**src/common/hall_chain_map.svh**
```systemverilog
// constant map of the hall signal processing chain
`ifndef HALL_CHAIN_MAP_SVH
`define HALL_CHAIN_MAP_SVH
`define ADR_SPAN 4'h0
`define ADR_GAIN 4'h1
`define ADR_OFFS 4'h2
`define ADR_FILT 4'h3
`define ADR_FLOOR 4'h4
`define ADR_CEIL 4'h5
`define ADR_TC1 4'h6
`define ADR_TC2 4'h7
`define ADR_TREF 4'h8
`define ADR_STAT 4'h9
`define ADR_OUT 4'ha
`define RST_SPAN 2'h1
`define RST_GAIN 15'h5000
`define RST_OFFS 15'h4000
`define RST_FILT 3'h7
`define RST_FLOOR 12'h000
`define RST_CEIL 12'hfff
`define RST_TC1 9'h0a0
`define RST_TC2 8'h80
`define RST_TREF 3'h3
`define CODE_MID 16'h4000
`define TC1_MID 10'h0a0
`define TC2_MID 9'h080
`define CLK_HZ 10000000
`define RATE_IN_HZ 16000
`define RATE_OUT_HZ 256000
`define DIV_IN ((`CLK_HZ) / (`RATE_IN_HZ))
`define DIV_OUT ((`CLK_HZ) / (`RATE_OUT_HZ))
`define OUT_MAX 12'hfff
`endif

```
**src/common/hall_chain_pkg.sv**
```systemverilog
// types of the hall signal processing chain
package hall_chain_pkg;
  typedef struct packed {
    logic [1:0] span;
    logic [14:0] gain;
    logic [14:0] offs;
    logic [2:0] filt;
    logic [11:0] floor_lim;
    logic [11:0] ceil_lim;
    logic [8:0] tc1;
    logic [7:0] tc2;
    logic [2:0] tref;
  } cfg_t;
  typedef struct packed {
    logic [15:0] hall;
    logic range_bad;
  } sample_t;
  typedef enum logic [1:0] {
    ST_IDLE = 2'b00,
    ST_TEMP = 2'b01,
    ST_MULT = 2'b11,
    ST_PUSH = 2'b10
  } calc_st_t;
endpackage : hall_chain_pkg

```
**src/hall_signal_processing_chain.sv**
```systemverilog
// hall signal processing chain with wishbone register file
`timescale 1ns/10ps
`include "hall_chain_map.svh"
module hall_signal_processing_chain
  import hall_chain_pkg::*;
(
  input wire logic i_mclk,
  input wire logic i_rst_b,
  input wire logic i_wb_cyc,
  input wire logic i_wb_stb,
  input wire logic i_wb_we,
  input wire logic [5:0] i_wb_adr,
  input wire logic [3:0] i_wb_sel,
  input wire logic [31:0] i_wb_dat,
  output logic [31:0] o_wb_dat,
  output logic o_wb_ack,
  input wire logic [15:0] i_hall_sample,
  input wire logic i_hall_over,
  input wire logic [7:0] i_temp_sample,
  output logic [11:0] o_dac_code,
  output logic o_dac_strobe
);
  // reset release through two flops
  logic rst_s1_r;
  logic rst_b_r;
  always_ff @(posedge i_mclk or negedge i_rst_b) begin
    if (!i_rst_b) begin
      rst_s1_r <= 1'b0;
      rst_b_r <= 1'b0;
    end else begin
      rst_s1_r <= 1'b1;
      rst_b_r <= rst_s1_r;
    end
  end

  cfg_t cfg_r;             // programmed settings
  logic [11:0] raw_r;      // last limited result before interpolation
  logic ovf_seen_r;        // sticky fifo refusal flag

  // saturate a signed value to 12 bits
  function automatic logic [11:0] lim12(input logic signed [31:0] v);
    if (v < 0) begin
      lim12 = 12'h000;
    end else if (v > 32'sd4095) begin
      lim12 = `OUT_MAX;
    end else begin
      lim12 = v[11:0];
    end
  endfunction : lim12

  // wishbone slave: one wait state, ack one cycle
  logic wb_req;
  logic [3:0] wb_idx;
  assign wb_req = i_wb_cyc && i_wb_stb && !o_wb_ack;
  assign wb_idx = i_wb_adr[5:2];
  logic stat_clr;
  assign stat_clr = wb_req && i_wb_we && (wb_idx == `ADR_STAT) && i_wb_sel[0];
  always_ff @(posedge i_mclk or negedge rst_b_r) begin
    if (!rst_b_r) begin
      o_wb_ack <= 1'b0;
      o_wb_dat <= 32'h0000_0000;
      cfg_r.span <= `RST_SPAN;
      cfg_r.gain <= `RST_GAIN;
      cfg_r.offs <= `RST_OFFS;
      cfg_r.filt <= `RST_FILT;
      cfg_r.floor_lim <= `RST_FLOOR;
      cfg_r.ceil_lim <= `RST_CEIL;
      cfg_r.tc1 <= `RST_TC1;
      cfg_r.tc2 <= `RST_TC2;
      cfg_r.tref <= `RST_TREF;
    end else begin
      // ack pulses one cycle after the taking edge
      o_wb_ack <= wb_req;
      if (wb_req && i_wb_we) begin
        // low bytes only; fields above 16 bits do not exist
        case (wb_idx)
          `ADR_SPAN: if (i_wb_sel[0]) cfg_r.span <= i_wb_dat[1:0];
          `ADR_GAIN: begin
            if (i_wb_sel[0]) cfg_r.gain[7:0] <= i_wb_dat[7:0];
            if (i_wb_sel[1]) cfg_r.gain[14:8] <= i_wb_dat[14:8];
          end
          `ADR_OFFS: begin
            if (i_wb_sel[0]) cfg_r.offs[7:0] <= i_wb_dat[7:0];
            if (i_wb_sel[1]) cfg_r.offs[14:8] <= i_wb_dat[14:8];
          end
          `ADR_FILT: if (i_wb_sel[0]) cfg_r.filt <= i_wb_dat[2:0];
          `ADR_FLOOR: begin
            if (i_wb_sel[0]) cfg_r.floor_lim[7:0] <= i_wb_dat[7:0];
            if (i_wb_sel[1]) cfg_r.floor_lim[11:8] <= i_wb_dat[11:8];
          end
          `ADR_CEIL: begin
            if (i_wb_sel[0]) cfg_r.ceil_lim[7:0] <= i_wb_dat[7:0];
            if (i_wb_sel[1]) cfg_r.ceil_lim[11:8] <= i_wb_dat[11:8];
          end
          `ADR_TC1: begin
            if (i_wb_sel[0]) cfg_r.tc1[7:0] <= i_wb_dat[7:0];
            if (i_wb_sel[1]) cfg_r.tc1[8] <= i_wb_dat[8];
          end
          `ADR_TC2: if (i_wb_sel[0]) cfg_r.tc2 <= i_wb_dat[7:0];
          `ADR_TREF: if (i_wb_sel[0]) cfg_r.tref <= i_wb_dat[2:0];
          default: begin
          end
        endcase
      end
      if (wb_req && !i_wb_we) begin
        // read mux; unmapped reads zero
        case (wb_idx)
          `ADR_SPAN: o_wb_dat <= {30'h0, cfg_r.span};
          `ADR_GAIN: o_wb_dat <= {17'h0, cfg_r.gain};
          `ADR_OFFS: o_wb_dat <= {17'h0, cfg_r.offs};
          `ADR_FILT: o_wb_dat <= {29'h0, cfg_r.filt};
          `ADR_FLOOR: o_wb_dat <= {20'h0, cfg_r.floor_lim};
          `ADR_CEIL: o_wb_dat <= {20'h0, cfg_r.ceil_lim};
          `ADR_TC1: o_wb_dat <= {23'h0, cfg_r.tc1};
          `ADR_TC2: o_wb_dat <= {24'h0, cfg_r.tc2};
          `ADR_TREF: o_wb_dat <= {29'h0, cfg_r.tref};
          `ADR_STAT: o_wb_dat <= {31'h0, ovf_seen_r};
          `ADR_OUT: o_wb_dat <= {20'h0, raw_r};
          default: o_wb_dat <= 32'h0000_0000;
        endcase
      end
    end
  end

  // rate enables from dividers
  logic [9:0] div_in_r;
  logic [5:0] div_out_r;
  logic tick_in;
  logic tick_out;
  assign tick_in = (div_in_r == 10'(`DIV_IN - 1));
  assign tick_out = (div_out_r == 6'(`DIV_OUT - 1));
  always_ff @(posedge i_mclk or negedge rst_b_r) begin
    if (!rst_b_r) begin
      div_in_r <= 10'h000;
      div_out_r <= 6'h00;
    end else begin
      // each counter restarts after its terminal count
      div_in_r <= tick_in ? 10'h000 : div_in_r + 10'h001;
      div_out_r <= tick_out ? 6'h00 : div_out_r + 6'h01;
    end
  end

  // input low pass: one-pole, shift per setting, unity dc gain
  logic signed [23:0] lp_acc_r;   // state with 8 fractional bits
  logic signed [23:0] lp_in;
  logic [3:0] lp_sh;
  logic signed [15:0] lp_out;
  logic signed [24:0] lp_diff;    // one bit wider so a full-scale step cannot wrap
  assign lp_in = {i_hall_sample, 8'h00};
  // step toward the new sample, computed at full width
  assign lp_diff = 25'(lp_in) - 25'(lp_acc_r);
  always_comb begin
    case (cfg_r.filt)
      3'h0: lp_sh = 4'h7;
      3'h1: lp_sh = 4'h6;
      3'h2: lp_sh = 4'h5;
      3'h3: lp_sh = 4'h4;
      3'h4: lp_sh = 4'h3;
      3'h5: lp_sh = 4'h2;
      3'h6: lp_sh = 4'h1;
      default: lp_sh = 4'h0;
    endcase
  end
  always_ff @(posedge i_mclk or negedge rst_b_r) begin
    if (!rst_b_r) begin
      lp_acc_r <= 24'sh000000;
    end else if (tick_in) begin
      if (cfg_r.filt == 3'h7) begin
        lp_acc_r <= lp_in;
      end else begin
        lp_acc_r <= lp_acc_r + 24'(lp_diff >>> lp_sh);
      end
    end
  end
  // round by half a code: the residue left by the shift never drops a whole code
  assign lp_out = 16'((lp_acc_r + 24'sd128) >>> 8);

  // fifo between filter and compute stage
  sample_t fifo_in;
  sample_t fifo_out;
  logic fifo_wr_ready;
  logic fifo_rd_valid;
  logic fifo_rd_ready;
  logic lp_valid_r;
  always_ff @(posedge i_mclk or negedge rst_b_r) begin
    if (!rst_b_r) begin
      lp_valid_r <= 1'b0;
      ovf_seen_r <= 1'b0;
    end else begin
      lp_valid_r <= tick_in;
      if (lp_valid_r && !fifo_wr_ready) begin
        ovf_seen_r <= 1'b1;   // set wins over clear
      end else if (stat_clr && i_wb_dat[0]) begin
        ovf_seen_r <= 1'b0;
      end
    end
  end
  assign fifo_in.hall = lp_out;
  assign fifo_in.range_bad = i_hall_over;
  sample_fifo #(.WIDTH(17), .DEPTH(16)) u_fifo (
    .i_mclk(i_mclk),
    .i_rst_b(rst_b_r),
    .i_wr_valid(lp_valid_r),
    .o_wr_ready(fifo_wr_ready),
    .i_wr_data(fifo_in),
    .o_rd_valid(fifo_rd_valid),
    .i_rd_ready(fifo_rd_ready),
    .o_rd_data(fifo_out)
  );

  // compute sequencer: temperature, scale factor, output
  calc_st_t st_r;
  logic signed [31:0] tdiff_r;     // temperature minus reference, degrees
  logic signed [31:0] scale_r;     // gain times compensation, 2^-24 units
  logic signed [31:0] comp;
  logic signed [31:0] lin_t;
  logic signed [31:0] quad_t;
  logic signed [31:0] gain_v;
  logic signed [31:0] offs_v;
  logic signed [63:0] prod;
  logic signed [31:0] result;
  // operands held for the multiply sequence
  logic signed [15:0] fifo_hold_r; // sample held for multiply
  logic bad_hold_r;                // over-range flag of the held sample
  assign fifo_rd_ready = (st_r == ST_IDLE);
  // coefficient terms, scaled to 2^-24
  assign lin_t = tdiff_r * ($signed({23'h0, cfg_r.tc1}) - $signed({22'h0, `TC1_MID})) * 256;
  assign quad_t = tdiff_r * tdiff_r * ($signed({24'h0, cfg_r.tc2}) - $signed({23'h0, `TC2_MID})) * 2;
  assign comp = 32'sd16777216 + lin_t + quad_t;
  assign gain_v = $signed({17'h0, cfg_r.gain}) - $signed({16'h0, `CODE_MID});
  assign offs_v = $signed({17'h0, cfg_r.offs}) - $signed({16'h0, `CODE_MID});
  assign prod = 64'(scale_r) * 64'($signed(fifo_hold_r));
  // full scale 4096 codes: field sample times gain over 4096, plus offset
  assign result = 32'(prod >>> 24) + offs_v;
  always_ff @(posedge i_mclk or negedge rst_b_r) begin
    if (!rst_b_r) begin
      st_r <= ST_IDLE;
      tdiff_r <= 32'sh0;
      scale_r <= 32'sh0;
      fifo_hold_r <= 16'sh0;
      bad_hold_r <= 1'b0;
      raw_r <= 12'h000;
    end else begin
      case (st_r)
        ST_IDLE: if (fifo_rd_valid) begin
          fifo_hold_r <= fifo_out.hall;
          bad_hold_r <= fifo_out.range_bad;
          st_r <= ST_TEMP;
        end
        ST_TEMP: begin
          // degrees above -48 minus the reference point
          tdiff_r <= $signed({24'h0, i_temp_sample}) - 32'sd48
                     - ($signed({29'h0, cfg_r.tref}) * 16 - 32'sd48);
          st_r <= ST_MULT;
        end
        ST_MULT: begin
          scale_r <= 32'((64'(gain_v) * 64'(comp)) >>> 12);
          st_r <= ST_PUSH;
        end
        ST_PUSH: begin
          if (bad_hold_r) begin
            // field outside span: force clamp by sign
            raw_r <= fifo_hold_r[15] ? cfg_r.floor_lim : cfg_r.ceil_lim;
          end else if (lim12(result) < cfg_r.floor_lim) begin
            raw_r <= cfg_r.floor_lim;
          end else if (lim12(result) > cfg_r.ceil_lim) begin
            raw_r <= cfg_r.ceil_lim;
          end else begin
            raw_r <= lim12(result);
          end
          st_r <= ST_IDLE;
        end
        default: st_r <= ST_IDLE;
      endcase
    end
  end

  // interpolation: first-order glide toward raw, one sixteenth of the remaining gap per update at 256 kHz, never bypassed
  logic signed [16:0] interp_r;   // 12.4 fixed point
  always_ff @(posedge i_mclk or negedge rst_b_r) begin
    if (!rst_b_r) begin
      interp_r <= 17'sh0;
      o_dac_code <= 12'h000;
      o_dac_strobe <= 1'b0;
    end else begin
      o_dac_strobe <= tick_out;
      if (tick_out) begin
        interp_r <= interp_r + (($signed({1'b0, raw_r, 4'h0}) - interp_r) >>> 4);
        // the code shown lags the ramp by one update
        o_dac_code <= interp_r[15:4];
      end
    end
  end

  // update spacing of the output and the input stage
  a_dac_rate: assert property (@(posedge i_mclk) disable iff (!rst_b_r)
    o_dac_strobe |=> !o_dac_strobe [*8]) else $error("dac strobe too fast");
  a_in_rate: assert property (@(posedge i_mclk) disable iff (!rst_b_r)
    tick_in |=> !tick_in [*8]) else $error("input tick too fast");
  a_dac_hold: assert property (@(posedge i_mclk) disable iff (!rst_b_r)
    !tick_out |=> $stable(o_dac_code)) else $error("dac code moved between updates");

  // clamp window, only meaningful with the ceiling at or above the floor
  logic clamp_ok;
  assign clamp_ok = (cfg_r.floor_lim <= cfg_r.ceil_lim);
  a_clamp_band: assert property (@(posedge i_mclk) disable iff (!rst_b_r)
    (st_r == ST_PUSH && !bad_hold_r && clamp_ok) |=>
    (raw_r >= $past(cfg_r.floor_lim) && raw_r <= $past(cfg_r.ceil_lim)))
    else $error("clamp band");
  a_over_clamp: assert property (@(posedge i_mclk) disable iff (!rst_b_r)
    (st_r == ST_PUSH && bad_hold_r && !fifo_hold_r[15]) |=> raw_r == $past(cfg_r.ceil_lim))
    else $error("over-range not clamped high");
  a_under_clamp: assert property (@(posedge i_mclk) disable iff (!rst_b_r)
    (st_r == ST_PUSH && bad_hold_r && fifo_hold_r[15]) |=> raw_r == $past(cfg_r.floor_lim))
    else $error("over-range not clamped low");

  // limiter end points saturate instead of wrapping
  a_sat_high: assert property (@(posedge i_mclk) disable iff (!rst_b_r)
    (st_r == ST_PUSH && !bad_hold_r && clamp_ok && result > 32'sd4095) |=>
    raw_r == $past(cfg_r.ceil_lim)) else $error("limiter did not saturate high");
  a_sat_low: assert property (@(posedge i_mclk) disable iff (!rst_b_r)
    (st_r == ST_PUSH && !bad_hold_r && clamp_ok && result < 32'sd0) |=>
    raw_r == $past(cfg_r.floor_lim)) else $error("limiter did not saturate low");

  // transparent bypass and fixed compute order
  a_bypass_pass: assert property (@(posedge i_mclk) disable iff (!rst_b_r)
    (tick_in && cfg_r.filt == 3'h7) |=> lp_out == $past(i_hall_sample))
    else $error("bypass not transparent");
  a_seq_order: assert property (@(posedge i_mclk) disable iff (!rst_b_r)
    (st_r == ST_IDLE && fifo_rd_valid) |=> st_r == ST_TEMP ##1 st_r == ST_MULT
    ##1 st_r == ST_PUSH ##1 st_r == ST_IDLE) else $error("compute order");

  // bus answers exactly one cycle after the taking edge
  a_wb_ack: assert property (@(posedge i_mclk) disable iff (!rst_b_r)
    (i_wb_cyc && i_wb_stb && !o_wb_ack) |=> o_wb_ack ##1 !o_wb_ack)
    else $error("bus ack timing");

  // main scenarios
  c_clamp_hi: cover property (@(posedge i_mclk) disable iff (!rst_b_r)
    st_r == ST_PUSH && bad_hold_r);
  c_bypass: cover property (@(posedge i_mclk) disable iff (!rst_b_r)
    tick_in && cfg_r.filt == 3'h7);
  c_filtered: cover property (@(posedge i_mclk) disable iff (!rst_b_r)
    tick_in && cfg_r.filt == 3'h0);
  c_saturate: cover property (@(posedge i_mclk) disable iff (!rst_b_r)
    st_r == ST_PUSH && !bad_hold_r && result > 32'sd4095);
endmodule : hall_signal_processing_chain

```
**src/sample_fifo.sv**
```systemverilog
// parameterised fifo carrying filtered samples to the compute stage
`timescale 1ns/10ps
module sample_fifo #(
  parameter int WIDTH = 17,
  parameter int DEPTH = 16
) (
  input wire logic i_mclk,
  input wire logic i_rst_b,
  input wire logic i_wr_valid,
  output logic o_wr_ready,
  input wire logic [WIDTH-1:0] i_wr_data,
  output logic o_rd_valid,
  input wire logic i_rd_ready,
  output logic [WIDTH-1:0] o_rd_data
);
  localparam int AW = $clog2(DEPTH);
  logic [WIDTH-1:0] mem [DEPTH];        // storage
  logic [AW:0] wp_r;                    // write pointer, extra wrap bit
  logic [AW:0] rp_r;                    // read pointer
  logic push;
  logic pop;
  logic full;
  logic empty;
  assign full = (wp_r[AW] != rp_r[AW]) && (wp_r[AW-1:0] == rp_r[AW-1:0]);
  assign empty = (wp_r == rp_r);
  assign o_wr_ready = !full;
  assign push = i_wr_valid && !full;
  // read data register holds head; valid while loaded
  logic loaded_r;
  assign o_rd_valid = loaded_r;
  assign pop = !empty && (!loaded_r || i_rd_ready);
  // storage write
  always_ff @(posedge i_mclk) begin
    if (push) begin
      mem[wp_r[AW-1:0]] <= i_wr_data;
    end
  end
  // pointers and output register
  always_ff @(posedge i_mclk or negedge i_rst_b) begin
    if (!i_rst_b) begin
      wp_r <= '0;
      rp_r <= '0;
      loaded_r <= 1'b0;
      o_rd_data <= '0;
    end else begin
      if (push) begin
        wp_r <= wp_r + 1'b1;
      end
      if (pop) begin
        rp_r <= rp_r + 1'b1;
        o_rd_data <= mem[rp_r[AW-1:0]];
        loaded_r <= 1'b1;
      end else if (i_rd_ready) begin
        loaded_r <= 1'b0;
      end
    end
  end
  // occupancy never exceeds the depth
  a_fifo_depth: assert property (@(posedge i_mclk) disable iff (!i_rst_b)
    (wp_r - rp_r) <= (AW+1)'(DEPTH)) else $error("fifo occupancy beyond depth");
endmodule : sample_fifo

```
**config.mk**
```make
export PLATFORM = sky130hd
export DESIGN_NAME = hall_signal_processing_chain
export DESIGN_NICKNAME = d
export VERILOG_FILES = /design/src/common/hall_chain_pkg.sv /design/src/hall_signal_processing_chain.sv /design/src/sample_fifo.sv
export VERILOG_INCLUDE_DIRS = /design/src /design/src/common
export SDC_FILE = /design/constraint.sdc
export NUM_CORES = 2
export LEC_CHECK = 0
export BUFFER_PORTS_ARGS = -buffer_cell sky130_fd_sc_hd__buf_2
export CAP_MARGIN = 20
export CORE_MARGIN = 1.5
export CORE_UTILIZATION = 37
export DETAILED_ROUTE_END_ITERATION = 8
export PLACE_DENSITY = 0.59
export SLEW_MARGIN = 20
export SYNTH_ARGS = -nofsm -noshare
export SYNTH_HDL_FRONTEND = slang
export SYNTH_HIERARCHICAL = 1
export SYNTH_SLANG_ARGS = --single-unit
```
**constraint.sdc**
```tcl
create_clock -name i_mclk -period 10.7 [get_ports i_mclk]
set_input_delay 1.07 -clock i_mclk [delete_from_list [all_inputs] [get_ports i_mclk]]
set_output_delay 1.07 -clock i_mclk [all_outputs]
set_load 0.05 [all_outputs]
```
Word level (Yosys, flattened, before mapping):

Memory sizes are Yosys's and may differ from the RTL's. A register that Yosys moved wholly into a read port is not among the register bits.
Cells that the tools add are included.

* bits in registers: 292
* bits in latches: 0
* RAM bits: 272
* ROM bits: 0
* input bits: 72
* memories kept: 1

* add/sub/neg operators: 19
* multipliers: 5
* div/mod/pow operators: 0
* $lt $le $gt $ge: 4
* equality and inequality tests: 26
* shift-type cells: 1
* muxes and demuxes: 24
* bitwise logic cells: 0
* reductions and logical operators: 38

Memories
* u_fifo.mem: words 16, bits a word 17, read ports 1, clocked after Yosys merged registers in 1, write ports 1, RTL line sample_fifo.sv:17 `logic [WIDTH-1:0] mem [DEPTH];`

Operators by type and width (number)
* $pmux 15 s11: 1
* $mux 12: 11
* $mul 32x16->48: 1
* $mul 16x32->44: 1
* $reduce_and 3->1: 14
* $add 26x32->32 const A: 1
* $add 32x32->32: 1
* $mul 32x10->24: 1
* $mul 32x32->32: 1
* $mul 32x9->31: 1
* $sub 15x15->16 const B: 2
* $add 24x16->25: 1
* $gt 25x13->1 const B: 1
* $lt 25x1->1 const B: 1
* $sshr 25x4->24: 1
* $sub 24x24->25: 1
* $add 24x24->24: 1
* $add 24x9->24 const B: 1
* $mux 24: 1
* $pmux 3 s7: 1
* $add 17x13->17: 1
* $sub 17x17->17: 1
* $eq 4x3->1 const B: 4
* $eq 3x3->1 const B: 4
* other kinds (36): 63

Depth between registers and ports, before layout:

* word-level depth: 15
* depth in mapped cells: 79
* gate-level depth less buffers: 76

Modules after synthesis:

Netlist, hierarchy kept.

Modules (own cells, without submodules)
* hall_signal_processing_chain: instances 1, cells an instance 7517, area an instance 68590.8 um2, sequential area each 6085.8 um2
* sample_fifo: instances 1, cells an instance 584, area an instance 11818.8 um2, sequential area each 8868.5 um2

Worst setup path after synthesis:

OpenSTA, ideal clock, no wires.

* kind: register to register
* start: register tdiff_r[9]
* end: register scale_r[31]
* setup time: 0.124 ns
* arrival time: 18.824 ns
* slack: -8.248 ns
* cell stages (with the launch flop): 69
* buffers on the path: 3
* period minus slack after synthesis: 18.948 ns
* cells stage by stage: dfrtp_1 -> clkbuf_1 -> clkbuf_1 -> nand2_1 -> inv_1 -> fa_1 -> inv_1 -> fa_1 -> fa_1 -> fa_1 -> fa_1 -> inv_1 -> fa_1 -> inv_1 -> fa_1 -> fa_1 -> inv_1 -> ha_1 -> (+33 left out) -> fa_1 -> fa_1 -> fa_1 -> fa_1 -> inv_1 -> fa_1 -> inv_1 -> ha_1 -> a21o_1 -> a21o_1 -> a21oi_1 -> o21a_1 -> o21ai_1 -> a21o_1 -> a31o_2 -> xnor2_1 -> nor3b_1 -> o31a_1

* word-level cells in the longest chain between the ends: 4

RTL lines
* from (decl): RTL line hall_signal_processing_chain.sv:213 `logic signed [31:0] tdiff_r;`
* from (signal assigned): RTL line hall_signal_processing_chain.sv:252 `tdiff_r <= $signed({24'h0, i_temp_sample}) - 32'sd48`
* $mul 32x32->32 / $mul 32x10->24 (equally long branches): RTL line hall_signal_processing_chain.sv:228, hall_signal_processing_chain.sv:227
* $mul 32x9->31 / $add 26x32->32 (equally long branches): RTL line hall_signal_processing_chain.sv:228, hall_signal_processing_chain.sv:229
* $add 32x32->32 *: RTL line hall_signal_processing_chain.sv:229 `assign comp = 32'sd16777216 + lin_t + quad_t;`
* $mul 16x32->44 *: RTL line hall_signal_processing_chain.sv:257 `scale_r <= 32'((64'(gain_v) * 64'(comp)) >>> 12);`
* to (signal assigned): RTL line hall_signal_processing_chain.sv:257
* to (decl): RTL line hall_signal_processing_chain.sv:214 `logic signed [31:0] scale_r;`

Mark *: on every way between the ends. The rest lies on a longest branch, timed or not.
A chain may end at the register's enable or synchronous reset.

Worst setup path in the final report:

Same ends and word-level chain as after synthesis.

==> reports/metrics.cfg <==
[status]
status = complete, but fails checks
violations = negative setup slack

[floorplanning]
die_x_um = 469
fp.coreArea_mm2 = 0.215
initial_utilization_pct = 37.4
die-area_mm2 = 0.220
boundaryPins = 118
rows = 170
die_y_um = 469

[clock_tree]
root_buffer = clkbuf_16
cts_buffer_depth = 3
h-tree-depth = 2
ctsHoldBuffers = 0
cts.sink_count = 542
clkLatencyLatePin_ns = 0.74
cts_buffers = 61
clk_pin_slew_ns = 0.06
cts_tree = built

[setup_path]
slowest_stage = fa_2
crit_path_end_kind = flip-flop
slowest_delay_ns = 0.64
crit_type = flip-flop to flip-flop
cp_common_cell = fa_1
start_kind = flip-flop
cp.arrival_ns = 17.93
cp_max_fo = 5
crit_required_ns = 11.21

[timing]
setup_slack_ns = -6.72
period_needed_ns = 17.42
rsz0062_at_grt = yes
min_period_over_period_pct = 163
slew-limit-headroom_pct = 24.1
finalSetupViolCount = 44
fmax_mhz = 57.4
hold_violations = 0
fin_skew_ns = 0.118
worst_pin_slew_ns = 1.14
whs_ns = 0.150
slew_violations = 0

[global_routing]
grt_overflow = 0
grt_pass1_vias = 62900
grt_use_met1_pct = 28.2
grt_max_degree = 143
antenna_found_initial = 15
grt.busiest_layer = met2
use_met2_pct = 34.0
grtUsageTotal_pct = 20.1
use_met3_pct = 1.73
grt_pass1_wl_mm = 351

[layout]
final_util_pct = 45.3
nets = 11100
syn_to_final_growth_pct = 21.2
multi_input_area_mm2 = 0.0616
seqCellArea_mm2 = 0.0150
drive_gt1_share_pct = 22.5
fillers = 20200
stdcell_count = 11900

[drt]
avgRoutedWirePerCell_um = 18.4
route.vias.total = 58500
drt_wl_total_mm = 218
drcViolationCount = 0
first_iter_violations = 3074
detail_route.first_pass.iterations = 5
ant_nets = 0
via_per_inst = 4.93

[yosys]
synth_area_leaders = fa_1 34%, edfxtp_1 10%, ha_1 10%
synth_edf_count = 272
ys_warn_count = 6
yosysTopAreaCell = fa_1
syn-mean-instance-area_um2 = 9.93
synth-seq-cells = 542
synthCells = 8101
synthTopCellsByCount = 1580 x inv_1, 1385 x fa_1, 984 x nand2_1
syn_area_mm2 = 0.0804
synthFlopType = edfxtp_1
yosysMostFrequentCell = inv_1
ys_async_sr_fraction_pct = 49.8
yosys.area.top_type_share_pct = 34.5
ys_seq_area_share_pct = 18.6
synth_cell_types = 97

[flow_run]
maxCapViolations = 0

[place]
dp.final_hpwl_mm = 180
dp.cells = 11600
gp_congestion = 0.889
portBuffers = 79

[worst_hold_path]
hp-class = primary input to async pin

## layout by cell type (no fill, tap or decap), types with 43 or more instances in the layout
cell       instances
ha_1             555
xor2_1            80
buf_12            44
a21oi_1          132
a21oi_2           54
nor2b_1           49
buf_6             65
nor2_1           205
mux2i_1          108
inv_1           1534
xnor2_2           43
nand2b_1         104
o21ai_1           49
a21o_1            82
dfrtp_1          225
edfxtp_1         272
buf_4            942
xnor2_1          174
nor3_1            43
fa_1            1357
nand3_1           65
buf_2             81
ha_4              88
and2_1           439
mux2_2           142
o21a_1            43
clkbuf_16         64
a22oi_1           43
o21ai_0          134
nand2_1          939
## kinds of logic (layout without fill, tap and decap cells)
kind of cell / Yosys count / in the layout / share of synthesized area, %
compound gates: 855 / 855 / 7.01
xor+xnor: 322 / 322 / 3.56
fa+ha+maj: 2033 / 2033 / 44.6
buf+inv: 1928 / 2839 / 9.15
flops: 542 / 542 / 18.6
mux: 288 / 288 / 4.38
other cells: 2 / 23 / 0.00934
simple gates: 2131 / 2131 / 12.7
## state kept, by name, indices dropped and copies added, names as in the netlist, 2 cells and up
| register | count |
|---|---|
| u_fifo/mem | 272 |
| lp_acc_r | 24 |
| cfg_r | 79 |
| fifo_hold_r | 16 |
| u_fifo/o_rd_data | 17 |
| interp_r | 17 |
| scale_r | 32 |
| o_wb_dat | 15 |
| u_fifo/rp_r | 5 |
| st_r | 2 |
| div_in_r | 10 |
| u_fifo/wp_r | 5 |
| o_dac_code | 12 |
| raw_r | 12 |
| tdiff_r | 10 |
| div_out_r | 6 |
## metal layers
layer / part of all wire, % / up-vias
met5: 0.034 / -
met4: 2.1 / 12
met3: 3.7 / 224
met2: 48 / 1100
met1: 46 / 30100
li1: - / 27100
## critical path: cells and delay by family, from the launching register on
kind / cells / cell delay [ns]
adders and majority gates: 24 / 10.78
AOI/OAI and AO/OA: 22 / 3.30
and+or+nand+nor: 7 / 1.16
xor gates and xnor gates: 5 / 1.02
buffers and inverters: 9 / 0.56
DFF: 1 / 0.40
## final cells by class
cell class                 instances  area share [%]
timing repair buffer            1139            9.46
inverter                        1584            6.12
antenna                            5          0.0128
clock inverter                    40           0.492
clock buffer                      76            1.67
tap                             2838            3.64
sequential                       542            15.4
multi-input combinational       5647            63.2
## what timing repair did
action                                  4_1_cts  5_1_grt
endpoints found under the setup margin       44       44
resized for setup                           229      320
pin swaps                                   183      244
buffers inserted                             63       60
cloned                                        3        1
## through the flow
step	setup WS [ns]	TNS, ns	area [um^2]
final	-6.72	-166.43	97400
after global routing	-7.27	-188.06	97400
after CTS	-6.71	-169.53	95500
after detailed placement	-6.93	-185.49	91900
after global placement	-6.68	-179.92	91900
after floorplan	-6.45	-144.85	81900
## final timing paths
kind / startpoint / endpoint / slack (ns) / cells past startpoint
max: tdiff_r[9] / scale_r[31] / -6.72 / 67
min: i_rst_b / rst_b_r / 0.15 / 1
max reg2reg: tdiff_r[9] / scale_r[31] / -6.72 / 67
min reg2reg: rst_s1_r / rst_b_r / 0.36 / 0
max in group asynchronous: rst_b_r / scale_r[18] / 7.94 / 2
min in group i_mclk: rst_s1_r / rst_b_r / 0.36 / 0
Power is left out: the tool's default activity adds up to more than one toggle a clock period on the data nets, which glitch-free logic cannot reach.
